<file path="config.mk">
export PLATFORM = sky130hd
export DESIGN_NAME = lbdc_ctrl
export DESIGN_NICKNAME = d
export VERILOG_FILES = /design/src/design/lbdc_pkg.sv /design/src/design/lbdc_timer.sv /design/src/design/lbdc_ctrl.sv
export SDC_FILE = /design/constraint.sdc
export NUM_CORES = 1
export LEC_CHECK = 0
export BUFFER_PORTS_ARGS = -buffer_cell sky130_fd_sc_hd__buf_2
export CORE_MARGIN = 2
export CORE_UTILIZATION = 50
export CTS_BUF_LIST = sky130_fd_sc_hd__clkbuf_8 sky130_fd_sc_hd__clkbuf_16
export DETAILED_ROUTE_END_ITERATION = 8
export GPL_TIMING_DRIVEN = 0
export HOLD_SLACK_MARGIN = 0.05
export PLACE_DENSITY = 0.72
export RECOVER_POWER = 25
export SLEW_MARGIN = 10
export SYNTH_ARGS = -nofsm -noshare
export SYNTH_HDL_FRONTEND = slang
export SYNTH_SLANG_ARGS = --single-unit
</file>
<file path="constraint.sdc">
create_clock -name clk_sys -period 4.4 [get_ports clk_sys]
set_input_delay 1.1 -clock clk_sys [delete_from_list [all_inputs] [get_ports clk_sys]]
set_output_delay 1.1 -clock clk_sys [all_outputs]
set_load 0.02 [all_outputs]
</file>
<file path="src/design/lbdc_pkg.sv">
// Purpose: constants and types of the latched dual bank cache SRAM controller
// Assumes: 20 MHz clk_sys; SRAM pins treated as synchronous outputs and inputs
package lbdc_pkg;
  localparam int CLK_NS = 50;
  localparam int T_STROBE_NS = 10;
  localparam int T_ADDR_HOLD_NS = 5;
  localparam int T_ACCESS_NS = 35;
  localparam int T_WRITE_PULSE_NS = 25;
  localparam int T_TURN_NS = 25;
  localparam logic [3:0] STROBE_CYC = 4'((T_STROBE_NS + CLK_NS - 1) / CLK_NS);
  localparam logic [3:0] HOLD_CYC = 4'((T_ADDR_HOLD_NS + CLK_NS - 1) / CLK_NS);
  localparam logic [3:0] ACCESS_CYC = 4'((T_ACCESS_NS + CLK_NS - 1) / CLK_NS);
  localparam logic [3:0] WPULSE_CYC = 4'((T_WRITE_PULSE_NS + CLK_NS - 1) / CLK_NS);
  localparam logic [3:0] TURN_CYC = 4'((T_TURN_NS + CLK_NS - 1) / CLK_NS);
  localparam logic [7:0] OFS_CTRL = 8'h00;
  localparam logic [7:0] OFS_CMD = 8'h04;
  localparam logic [7:0] OFS_WDATA = 8'h08;
  localparam logic [7:0] OFS_RDATA = 8'h0C;
  localparam logic [7:0] OFS_STATUS = 8'h10;
  localparam int CTRL_DUAL_BIT = 0;
  localparam int CTRL_CE_END_BIT = 1;
  localparam logic [31:0] CTRL_RST = 32'h0000_0001;
  localparam int CMD_ADDR_LSB = 0;
  localparam int CMD_WRITE_BIT = 16;
  localparam int CMD_BANK_A_BIT = 17;
  localparam int CMD_BANK_B_BIT = 18;
  localparam int CMD_LOW_BYTE_BIT = 19;
  localparam int CMD_UP_BYTE_BIT = 20;
  localparam int STAT_BUSY_BIT = 0;
  localparam int STAT_DONE_BIT = 1;
  localparam int STAT_REFUSED_BIT = 2;
  localparam logic [1:0] RESP_OKAY = 2'h0;
  localparam logic [1:0] RESP_SLVERR = 2'h2;
  typedef enum logic [2:0] {
    ST_IDLE, ST_LATCH, ST_HOLD, ST_READ, ST_WPULSE, ST_WEND, ST_RECOVER
  } lbdc_state_t;
endpackage : lbdc_pkg

</file>
<file path="src/design/lbdc_timer.sv">
// Purpose: phase timer for pin sequencing
// Assumes: load is a one-cycle pulse, count at least one
// Notes: expired is a one-cycle pulse count edges after the load is taken
`timescale 1ns/1ps
`default_nettype none
module lbdc_timer (
  // clock and reset
  input wire logic clk_sys,
  input wire logic rst_b,
  // control
  input wire logic load,
  input wire logic [3:0] count,
  // status
  output logic expired
);
  logic [3:0] cnt_q;
  logic expired_q;

  always_ff @(posedge clk_sys or negedge rst_b) begin
    if (!rst_b) begin
      cnt_q <= 4'h0;
      expired_q <= 1'b0;
    end else if (load) begin
      cnt_q <= count;
      expired_q <= 1'b0;
    end else if (cnt_q != 4'h0) begin
      cnt_q <= cnt_q - 4'h1;
      expired_q <= (cnt_q == 4'h1);
    end else begin
      expired_q <= 1'b0;
    end
  end

  assign expired = expired_q;
endmodule : lbdc_timer
`default_nettype wire

</file>
<file path="src/design/lbdc_ctrl.sv">
// Purpose: AXI4-Lite driven controller for the latched dual bank cache SRAM
// Assumes: SRAM pins sampled and driven on clk_sys; one access at a time
// Notes: a command written while busy is refused and flagged in status
`timescale 1ns/1ps
`default_nettype none
module lbdc_ctrl
  import lbdc_pkg::*;
(
  // clock and reset
  input wire logic clk_sys,
  input wire logic rst_b,
  // axi4-lite write address and data
  input wire logic s_axi_awvalid,
  output logic s_axi_awready,
  input wire logic [7:0] s_axi_awaddr,
  input wire logic s_axi_wvalid,
  output logic s_axi_wready,
  input wire logic [31:0] s_axi_wdata,
  input wire logic [3:0] s_axi_wstrb,
  // axi4-lite write response
  output logic s_axi_bvalid,
  input wire logic s_axi_bready,
  output logic [1:0] s_axi_bresp,
  // axi4-lite read
  input wire logic s_axi_arvalid,
  output logic s_axi_arready,
  input wire logic [7:0] s_axi_araddr,
  output logic s_axi_rvalid,
  input wire logic s_axi_rready,
  output logic [31:0] s_axi_rdata,
  output logic [1:0] s_axi_rresp,
  // sram address and configuration
  output logic address_latch_strobe,
  output logic [11:0] low_address_bits,
  output logic top_address_bit,
  output logic mode_select,
  // sram enables
  output logic chip_enable_n,
  output logic lower_byte_select_n,
  output logic upper_byte_select_n,
  output logic bank_a_output_enable_n,
  output logic bank_b_output_enable_n,
  output logic bank_a_write_enable_n,
  output logic bank_b_write_enable_n,
  // sram data lines
  input wire logic [7:0] lower_byte_lines_i,
  output logic [7:0] lower_byte_lines_o,
  output logic lower_byte_lines_oe,
  input wire logic [7:0] upper_byte_lines_i,
  output logic [7:0] upper_byte_lines_o,
  output logic upper_byte_lines_oe
);
  lbdc_state_t st_q;
  logic [31:0] ctrl_q, cmd_q, wdata_q;
  logic [15:0] rdata_q;
  logic done_q, refused_q;
  logic aw_rdy_q, w_rdy_q, bvalid_q, arready_q, rvalid_q;
  logic [1:0] bresp_q, rresp_q;
  logic [7:0] awaddr_q;
  logic [31:0] wbuf_q, rd_d, rdata_bus_q;
  logic wr_fire, start, tmr_load_q, tmr_exp;
  logic [3:0] tmr_cnt_q, strb_q;
  logic strobe_q, top_q, ce_n_q, ls_n_q, us_n_q, oea_n_q, oeb_n_q, wea_n_q, web_n_q;
  logic [11:0] addr_q;
  logic [7:0] lo_o_q, up_o_q;
  logic lo_oe_q, up_oe_q;

  // write path: address and data taken in either order, response after both
  assign wr_fire = !aw_rdy_q && !w_rdy_q && !bvalid_q;
  always_ff @(posedge clk_sys or negedge rst_b) begin
    if (!rst_b) begin
      aw_rdy_q <= 1'b1;
      w_rdy_q <= 1'b1;
      awaddr_q <= 8'h00;
      wbuf_q <= 32'h0000_0000;
      strb_q <= 4'h0;
      bvalid_q <= 1'b0;
      bresp_q <= RESP_OKAY;
    end else begin
      if (s_axi_awvalid && aw_rdy_q) begin
        aw_rdy_q <= 1'b0;
        awaddr_q <= s_axi_awaddr;
      end
      if (s_axi_wvalid && w_rdy_q) begin
        w_rdy_q <= 1'b0;
        wbuf_q <= s_axi_wdata;
        strb_q <= s_axi_wstrb;
      end
      if (wr_fire) begin
        bvalid_q <= 1'b1;
        bresp_q <= (awaddr_q == OFS_CTRL || awaddr_q == OFS_CMD ||
                    awaddr_q == OFS_WDATA) ? RESP_OKAY : RESP_SLVERR;
      end else if (bvalid_q && s_axi_bready) begin
        bvalid_q <= 1'b0;
        aw_rdy_q <= 1'b1;
        w_rdy_q <= 1'b1;
      end
    end
  end

  // byte lane mask from the strobes taken with the data
  logic [31:0] lane_mask;
  assign lane_mask = {{8{strb_q[3]}}, {8{strb_q[2]}}, {8{strb_q[1]}}, {8{strb_q[0]}}};

  // software registers
  assign start = wr_fire && (awaddr_q == OFS_CMD) && (st_q == ST_IDLE);
  always_ff @(posedge clk_sys or negedge rst_b) begin
    if (!rst_b) begin
      ctrl_q <= CTRL_RST;
      cmd_q <= 32'h0000_0000;
      wdata_q <= 32'h0000_0000;
    end else if (wr_fire) begin
      if (awaddr_q == OFS_CTRL && st_q == ST_IDLE) begin
        ctrl_q <= (ctrl_q & ~lane_mask) | (wbuf_q & lane_mask);
      end
      if (start) begin
        cmd_q <= (cmd_q & ~lane_mask) | (wbuf_q & lane_mask);
      end
      if (awaddr_q == OFS_WDATA) begin
        wdata_q <= (wdata_q & ~lane_mask) | (wbuf_q & lane_mask);
      end
    end
  end

  // status flags: a completion in the clearing cycle still sets done
  always_ff @(posedge clk_sys or negedge rst_b) begin
    if (!rst_b) begin
      done_q <= 1'b0;
      refused_q <= 1'b0;
    end else begin
      done_q <= (st_q == ST_RECOVER && tmr_exp) || (done_q && !start);
      refused_q <= (wr_fire && awaddr_q == OFS_CMD && st_q != ST_IDLE) ||
                   (refused_q && !start);
    end
  end

  // read path
  always_comb begin
    rd_d = 32'h0000_0000;
    unique case (s_axi_araddr)
      OFS_CTRL: rd_d = ctrl_q;
      OFS_CMD: rd_d = cmd_q;
      OFS_WDATA: rd_d = wdata_q;
      OFS_RDATA: rd_d = {16'h0000, rdata_q};
      OFS_STATUS: begin
        rd_d[STAT_BUSY_BIT] = (st_q != ST_IDLE);
        rd_d[STAT_DONE_BIT] = done_q;
        rd_d[STAT_REFUSED_BIT] = refused_q;
      end
      default: rd_d = 32'h0000_0000;
    endcase
  end
  always_ff @(posedge clk_sys or negedge rst_b) begin
    if (!rst_b) begin
      arready_q <= 1'b0;
      rvalid_q <= 1'b0;
      rdata_bus_q <= 32'h0000_0000;
      rresp_q <= RESP_OKAY;
    end else if (s_axi_arvalid && arready_q) begin
      arready_q <= 1'b0;
      rvalid_q <= 1'b1;
      rdata_bus_q <= rd_d;
      rresp_q <= (s_axi_araddr <= OFS_STATUS && s_axi_araddr[1:0] == 2'h0) ?
                 RESP_OKAY : RESP_SLVERR;
    end else if (rvalid_q && s_axi_rready) begin
      rvalid_q <= 1'b0;
    end else if (!rvalid_q) begin
      arready_q <= 1'b1;
    end
  end
  lbdc_timer u_timer (
    .clk_sys(clk_sys),
    .rst_b(rst_b),
    .load(tmr_load_q),
    .count(tmr_cnt_q),
    .expired(tmr_exp)
  );

  // pin sequencer
  logic dual, op_wr, op_a, op_b;
  assign dual = ctrl_q[CTRL_DUAL_BIT];
  assign op_wr = cmd_q[CMD_WRITE_BIT];
  assign op_a = cmd_q[CMD_BANK_A_BIT];
  assign op_b = cmd_q[CMD_BANK_B_BIT];
  always_ff @(posedge clk_sys or negedge rst_b) begin
    if (!rst_b) begin
      st_q <= ST_IDLE;
      tmr_load_q <= 1'b0;
      tmr_cnt_q <= 4'h0;
      strobe_q <= 1'b0;
      addr_q <= 12'h000;
      top_q <= 1'b0;
      ce_n_q <= 1'b1;
      ls_n_q <= 1'b1;
      us_n_q <= 1'b1;
      oea_n_q <= 1'b1;
      oeb_n_q <= 1'b1;
      wea_n_q <= 1'b1;
      web_n_q <= 1'b1;
      lo_o_q <= 8'h00;
      up_o_q <= 8'h00;
      lo_oe_q <= 1'b0;
      up_oe_q <= 1'b0;
      rdata_q <= 16'h0000;
    end else begin
      tmr_load_q <= 1'b0;
      unique case (st_q)
        ST_IDLE: if (start) begin
          // address presented with the strobe high, latch transparent
          addr_q <= wbuf_q[CMD_ADDR_LSB +: 12];
          top_q <= wbuf_q[CMD_ADDR_LSB + 12];
          strobe_q <= 1'b1;
          tmr_cnt_q <= STROBE_CYC;
          tmr_load_q <= 1'b1;
          st_q <= ST_LATCH;
        end
        ST_LATCH: if (tmr_exp) begin
          strobe_q <= 1'b0; // falling edge captures the address
          tmr_cnt_q <= HOLD_CYC;
          tmr_load_q <= 1'b1;
          st_q <= ST_HOLD;
        end
        ST_HOLD: if (tmr_exp) begin
          ce_n_q <= 1'b0;
          ls_n_q <= !cmd_q[CMD_LOW_BYTE_BIT];
          us_n_q <= !cmd_q[CMD_UP_BYTE_BIT];
          tmr_load_q <= 1'b1;
          if (op_wr) begin
            lo_o_q <= wdata_q[7:0];
            up_o_q <= wdata_q[15:8];
            lo_oe_q <= cmd_q[CMD_LOW_BYTE_BIT];
            up_oe_q <= cmd_q[CMD_UP_BYTE_BIT];
            // single mode drives both write enables together
            wea_n_q <= dual ? !op_a : 1'b0;
            web_n_q <= dual ? !op_b : 1'b0;
            tmr_cnt_q <= WPULSE_CYC;
            st_q <= ST_WPULSE;
          end else begin
            // dual mode reads one bank only, single mode both enables
            oea_n_q <= dual ? !op_a : 1'b0;
            oeb_n_q <= dual ? op_a : 1'b0;
            tmr_cnt_q <= ACCESS_CYC;
            st_q <= ST_READ;
          end
        end
        ST_READ: if (tmr_exp) begin
          rdata_q <= {us_n_q ? 8'h00 : upper_byte_lines_i,
                      ls_n_q ? 8'h00 : lower_byte_lines_i};
          oea_n_q <= 1'b1;
          oeb_n_q <= 1'b1;
          ce_n_q <= 1'b1;
          ls_n_q <= 1'b1;
          us_n_q <= 1'b1;
          tmr_cnt_q <= TURN_CYC;
          tmr_load_q <= 1'b1;
          st_q <= ST_RECOVER;
        end
        ST_WPULSE: if (tmr_exp) begin
          if (ctrl_q[CTRL_CE_END_BIT]) begin
            ce_n_q <= 1'b1; // chip enable ends the write, write enables held
          end else begin
            wea_n_q <= 1'b1;
            web_n_q <= 1'b1;
          end
          tmr_cnt_q <= HOLD_CYC;
          tmr_load_q <= 1'b1;
          st_q <= ST_WEND;
        end
        ST_WEND: if (tmr_exp) begin
          wea_n_q <= 1'b1;
          web_n_q <= 1'b1;
          ce_n_q <= 1'b1;
          ls_n_q <= 1'b1;
          us_n_q <= 1'b1;
          lo_oe_q <= 1'b0;
          up_oe_q <= 1'b0;
          tmr_cnt_q <= TURN_CYC;
          tmr_load_q <= 1'b1;
          st_q <= ST_RECOVER;
        end
        ST_RECOVER: if (tmr_exp) begin
          st_q <= ST_IDLE;
        end
      endcase
    end
  end

  assign s_axi_awready = aw_rdy_q;
  assign s_axi_wready = w_rdy_q;
  assign s_axi_bvalid = bvalid_q;
  assign s_axi_bresp = bresp_q;
  assign s_axi_arready = arready_q;
  assign s_axi_rvalid = rvalid_q;
  assign s_axi_rdata = rdata_bus_q;
  assign s_axi_rresp = rresp_q;
  assign address_latch_strobe = strobe_q;
  assign low_address_bits = addr_q;
  assign top_address_bit = top_q;
  assign mode_select = dual;
  assign chip_enable_n = ce_n_q;
  assign lower_byte_select_n = ls_n_q;
  assign upper_byte_select_n = us_n_q;
  assign bank_a_output_enable_n = oea_n_q;
  assign bank_b_output_enable_n = oeb_n_q;
  assign bank_a_write_enable_n = wea_n_q;
  assign bank_b_write_enable_n = web_n_q;
  assign lower_byte_lines_o = lo_o_q;
  assign lower_byte_lines_oe = lo_oe_q;
  assign upper_byte_lines_o = up_o_q;
  assign upper_byte_lines_oe = up_oe_q;
endmodule : lbdc_ctrl
`default_nettype wire

</file>
-- Yosys cells after proc, flatten, opt, wreduce, memory -nomap -nowiden
Index checks and enable logic that the tools add are counted.
- $add $sub $neg: 1
- equal/unequal tests: 28
- mux-type cells: 71
- reduce and logical (&&, ||, !) cells: 60
- $lt $le $gt $ge: 1
- bitwise gates (word level): 8
- operator list (kind ; number):
    AND 32 bit ; 4
    case mux 29 bit (4 select lines) ; 1
    bitwise OR 32 bit ; 3
    2-to-1 mux 1 bit ; 41
    NOT 32 bit ; 1
    equality test 8 x 4 -> 1 bit (second input constant) ; 3
    2-to-1 mux 3 bit ; 7
    != test 2 x 1 -> 1 bit (second input constant) ; 9
    case mux 3 bit (6 select lines) ; 1
    equality test 8 x 3 -> 1 bit (second input constant) ; 2
    zero test 8 bit ; 2
    2-to-1 mux 4 bit ; 4
    2-to-1 mux 8 bit ; 2
    case mux 1 bit (2 select lines) ; 8
    nonzero test 2 bit ; 8
    logical AND 1 bit ; 15
    case mux 3 bit (5 select lines) ; 1
    != test 2 bit (second input constant) ; 6
    AND reduction 2 bit ; 6
    AND reduction 3 bit ; 4
    AND reduction 6 bit ; 2
    equality test 3 bit (second input constant) ; 3
    case mux 1 bit (3 select lines) ; 3
    nonzero test 3 bit ; 3
    17 further kinds ; 30
- word-level logic and storage cells: 205
- output and inout port bits: 81
- input bits: 75
- flip-flop bits (word level): 251

-- Longest topological paths before layout
- depth in word-level cells: 8
- depth in mapped cells: 8

-- By module
A second synthesis with hierarchy kept.
- cells, all modules: 826
- area total of the unflattened synthesis: 10576.4 um^2
- modules (own cells, without submodules) (module ; times used ; area each (um^2) ; seq. area each (um^2) ; cells each):
    lbdc_ctrl ; 1 ; 10292.4 ; 6043.3 ; 800
    lbdc_timer ; 1 ; 284.0 ; 125.1 ; 26

-- Least setup slack after synthesis
OpenSTA, ideal clock, no wires.
- path kind: input to register
- start: input port s_axi_araddr[7]
- end: register rdata_bus_q[12] (netlist: s_axi_rdata[12])
- setup slack: 1.652 ns
- required time: 4.313 ns
- path buffers: 1
- stages on the path: 5
- arrival time: 2.661 ns
- setup time: 0.087 ns
- cells stage by stage: or4_1 -> nor4_1 -> clkbuf_1 -> nand2_1 -> a22oi_1
- word-level cells in the longest chain between the ends: 2
- RTL lines (item ; RTL line ; RTL):
    start: declaration ; lbdc_ctrl.sv:27 ; input wire logic [7:0] s_axi_araddr,
    equality test 8 x 4 -> 1 bit, or another cell as far along ; lbdc_ctrl.sv:140 ; unique case (s_axi_araddr)
    case mux 29 bit (4 select lines) * ; lbdc_ctrl.sv:140 ;
    end signal: assignment ; lbdc_ctrl.sv:162 ; rdata_bus_q <= rd_d;
    end: declaration ; lbdc_ctrl.sv:60 ; logic [31:0] wbuf_q, rd_d, rdata_bus_q;
Every way passes the cells marked *; elsewhere a longest branch is shown, timed or not.
A chain may end at the register's enable or synchronous reset.

-- Worst setup path in the final report
- start: input port s_axi_araddr[7]
- end: register rdata_bus_q[8] (netlist: s_axi_rdata[8])
Same word-level chain as after synthesis.

==> flow_summary_export.csv <==
group,metric,value,unit
run_status,status,"finished with violations",
run_status,violations,"max-capacitance violations, max-slew violations",
detailed_routing,via_count,7159,
synthesis,synth_ff_type,"dfrtp_1",
setup_path,worstPathArrival,3400,ps
sta,hold_slack,469,ps
setup_path,start_kind,"primary input",
flow_run,maxCapViolations,1,
sta,tightest_slew,2500,ps
placement,place_hpwl,17200,um
placement,gp_congestion,0.827,
finish,stdcell_count,1300,
cts,clk_latency,530,ps
sta,fin_tns_setup,0,ps
detailed_routing,finalWirelength,25000,um
global_route,grt_pass1_wl,39500,um
cts,cts-root-buf,"clkbuf_16",
setup_path,crit_chain,"buf_2, or4_1, nor4_1, clkbuf_1, nand2_1, a22oi_1",
die,fp.coreArea,20800,um2
setup_path,required,4830,ps
sta,fin_worst_skew,20.8,ps
global_route,grt_max_degree,99,
synthesis,ys_ff_latch,246,
cts,cts.path.max_buffers,3,
power,vdd_drop_max,0.323,mV
setup_path,max_stage_delay,720,ps
die,die_y,149,um
detailed_routing,drcViolationCount,0,
sta,maxSlewHeadroom,-0.666,
synthesis,synth_edf_count,0,
sta,fmax,336,MHz
sta,setup_violations,0,
detailed_routing,ant_nets,0,
power,power.density,546,nW/um2
die,dieArea,22200,um2
synthesis,synthCells,821,
setup_path,slowest_stage,"nor4_1",
detailed_routing,drt_iter0_markers,419,
sta,final_hold_viol_count,0,
detailed_routing,avgViaCountPerCell,5.51,
cts,hold_buffers,0,
placement,io_buffers,151,
detailed_routing,routedWlPerCell,19.2,um
finish,area_delta_synth_final,20.4,%
finish,stdcell_area,12700,um2
synthesis,yosys_warnings,0,
cts,cts.sinks,246,
cts,cts_buffers,26,
finish,final_common_cell,"dfrtp_1",
synthesis,yosysUniqueCellTypes,47,
global_route,grt_pass1_vias,7305,
synthesis,ys_seq_area_frac,0.587,
setup_path,path_class,"primary input to flop",
sta,finalMaxSlewViolations,97,
sta,rsz0062_at_grt,"false",
sta,finalCritPeriodShare,0.676,
setup_path,path_buf_inv,2,
cts,clkSlewWorstSetupHoldPaths,60,ps
finish,final_nets,1083,
setup_path,crit_family,"simple AND/OR/NAND/NOR gates",
setup_path,crit_path_max_fanout,10,
finish,drive_gt1_frac,0.383,
detailed_routing,dr.pass1.iters,5,
global_route,overflow,0,
setup_path,crit_path_end_kind,"flop",
synthesis,synth.cell_area,10500,um2
die,rows,53,
cts,cts_tree,"done",
global_route,grt_usage,0.229,
placement,place_area,11700,um2
power,power.leakage,6.35,nW
worst_hold_path,hp-class,"flop to flop",
synthesis,avgSynthCellArea,12.8,um2
die,start_util,0.505,
synthesis,async_reset_ff_frac,1.00,
die,ioPinCount,156,
die,fp.dieW,149,um
sta,min_period,2970,ps
finish,final_util,0.608,
cts,cts_max_level,1,
cts,post_cts_buffers,0,
finish,final_cell_mix,"dfrtp_1 (236), mux2_2 (158), buf_2 (151)",
cts,cts_resized,0,
global_route,grt_antenna_before_repair,2,
placement,dp_cells,1250,
[through the flow]
stage | power, mW | setup WS, ps
global route | 7.25 | 1080
finish | 6.91 | 1430
detailed placement | 4.51 | 893
global placement | 4.45 | -2180
floorplan | 4.02 | 1650
CTS | 6.95 | 1390
[cell type report]
type                       instances  area [um2]
fill                            1701        8170
tap                              275         344
sequential                       246        6170
multi-input combinational        519        4110
clock inverter                    12         181
timing repair buffer             153         808
inverter                          13        48.8
antenna                            2        5.00
clock buffer                      36         800
buffer                            44         191
[path summary, 6_finish.rpt]
kind / startpoint / endpoint / depth (start not counted) / slack [ps]
worst max-delay path: s_axi_araddr[7] / s_axi_rdata[8] / 6 / 1430
worst min-delay path: bank_b_write_enable_n / bank_b_write_enable_n / 2 / 470
worst max register to register: u_timer.expired / lower_byte_lines_o[5] / 7 / 1840
worst min register to register: bank_b_write_enable_n / bank_b_write_enable_n / 2 / 470
max in group asynchronous: rst_b / upper_byte_lines_o[1] / 1 / 1590
min in group asynchronous: rst_b / wbuf_q[25] / 1 / 1350
[kinds of logic after synthesis]
group,count (synthesis),synth area share
other,1,0.000357
XOR/XNOR,1,0.000833
flip-flops,246,0.587
multiplexers,207,0.224
adder cells (fa/ha/maj),5,0.00595
AO/OA/AOI/OAI,117,0.0708
AND/OR/NAND/NOR,187,0.0888
buffers and inverters,57,0.0228
[power by group]
group	switching, mW	internal (mW)
clock network	0.892	1.55
registers	0.413	2.76
logic	0.675	0.618
[tightest hold or removal path, cell delays in order (launching register included)]
cell     delay [ps]
dfstp_2         360
inv_1            40
mux2i_1          60
[synthesized netlist by cell type, types with 5 or more instances]
master / n / area, um2
dfrtp_1: 236 / 5910
or4_1: 6 / 45.0
o21ai_0: 33 / 165
nand2b_1: 24 / 150
nor2_1: 45 / 169
nor2b_1: 7 / 43.8
mux2_2: 158 / 1780
nand2_1: 78 / 293
dfstp_2: 10 / 263
ha_1: 5 / 62.6
clkbuf_1: 34 / 128
mux2i_1: 34 / 340
a211oi_1: 13 / 97.6
a22oi_1: 10 / 75.1
mux2_4: 8 / 120
inv_1: 13 / 48.8
o31ai_1: 17 / 128
a21oi_1: 28 / 140
[routing by layer]
metal	vias up	wire length (um)	track usage
met5	-	0	0
met4	0	779	0.0786
met3	51	1610	0.0422
met2	209	11500	0.363
met1	3617	11100	0.322
li1	3282	-	-
No activity file was read; power rests on OpenSTA's default activity.
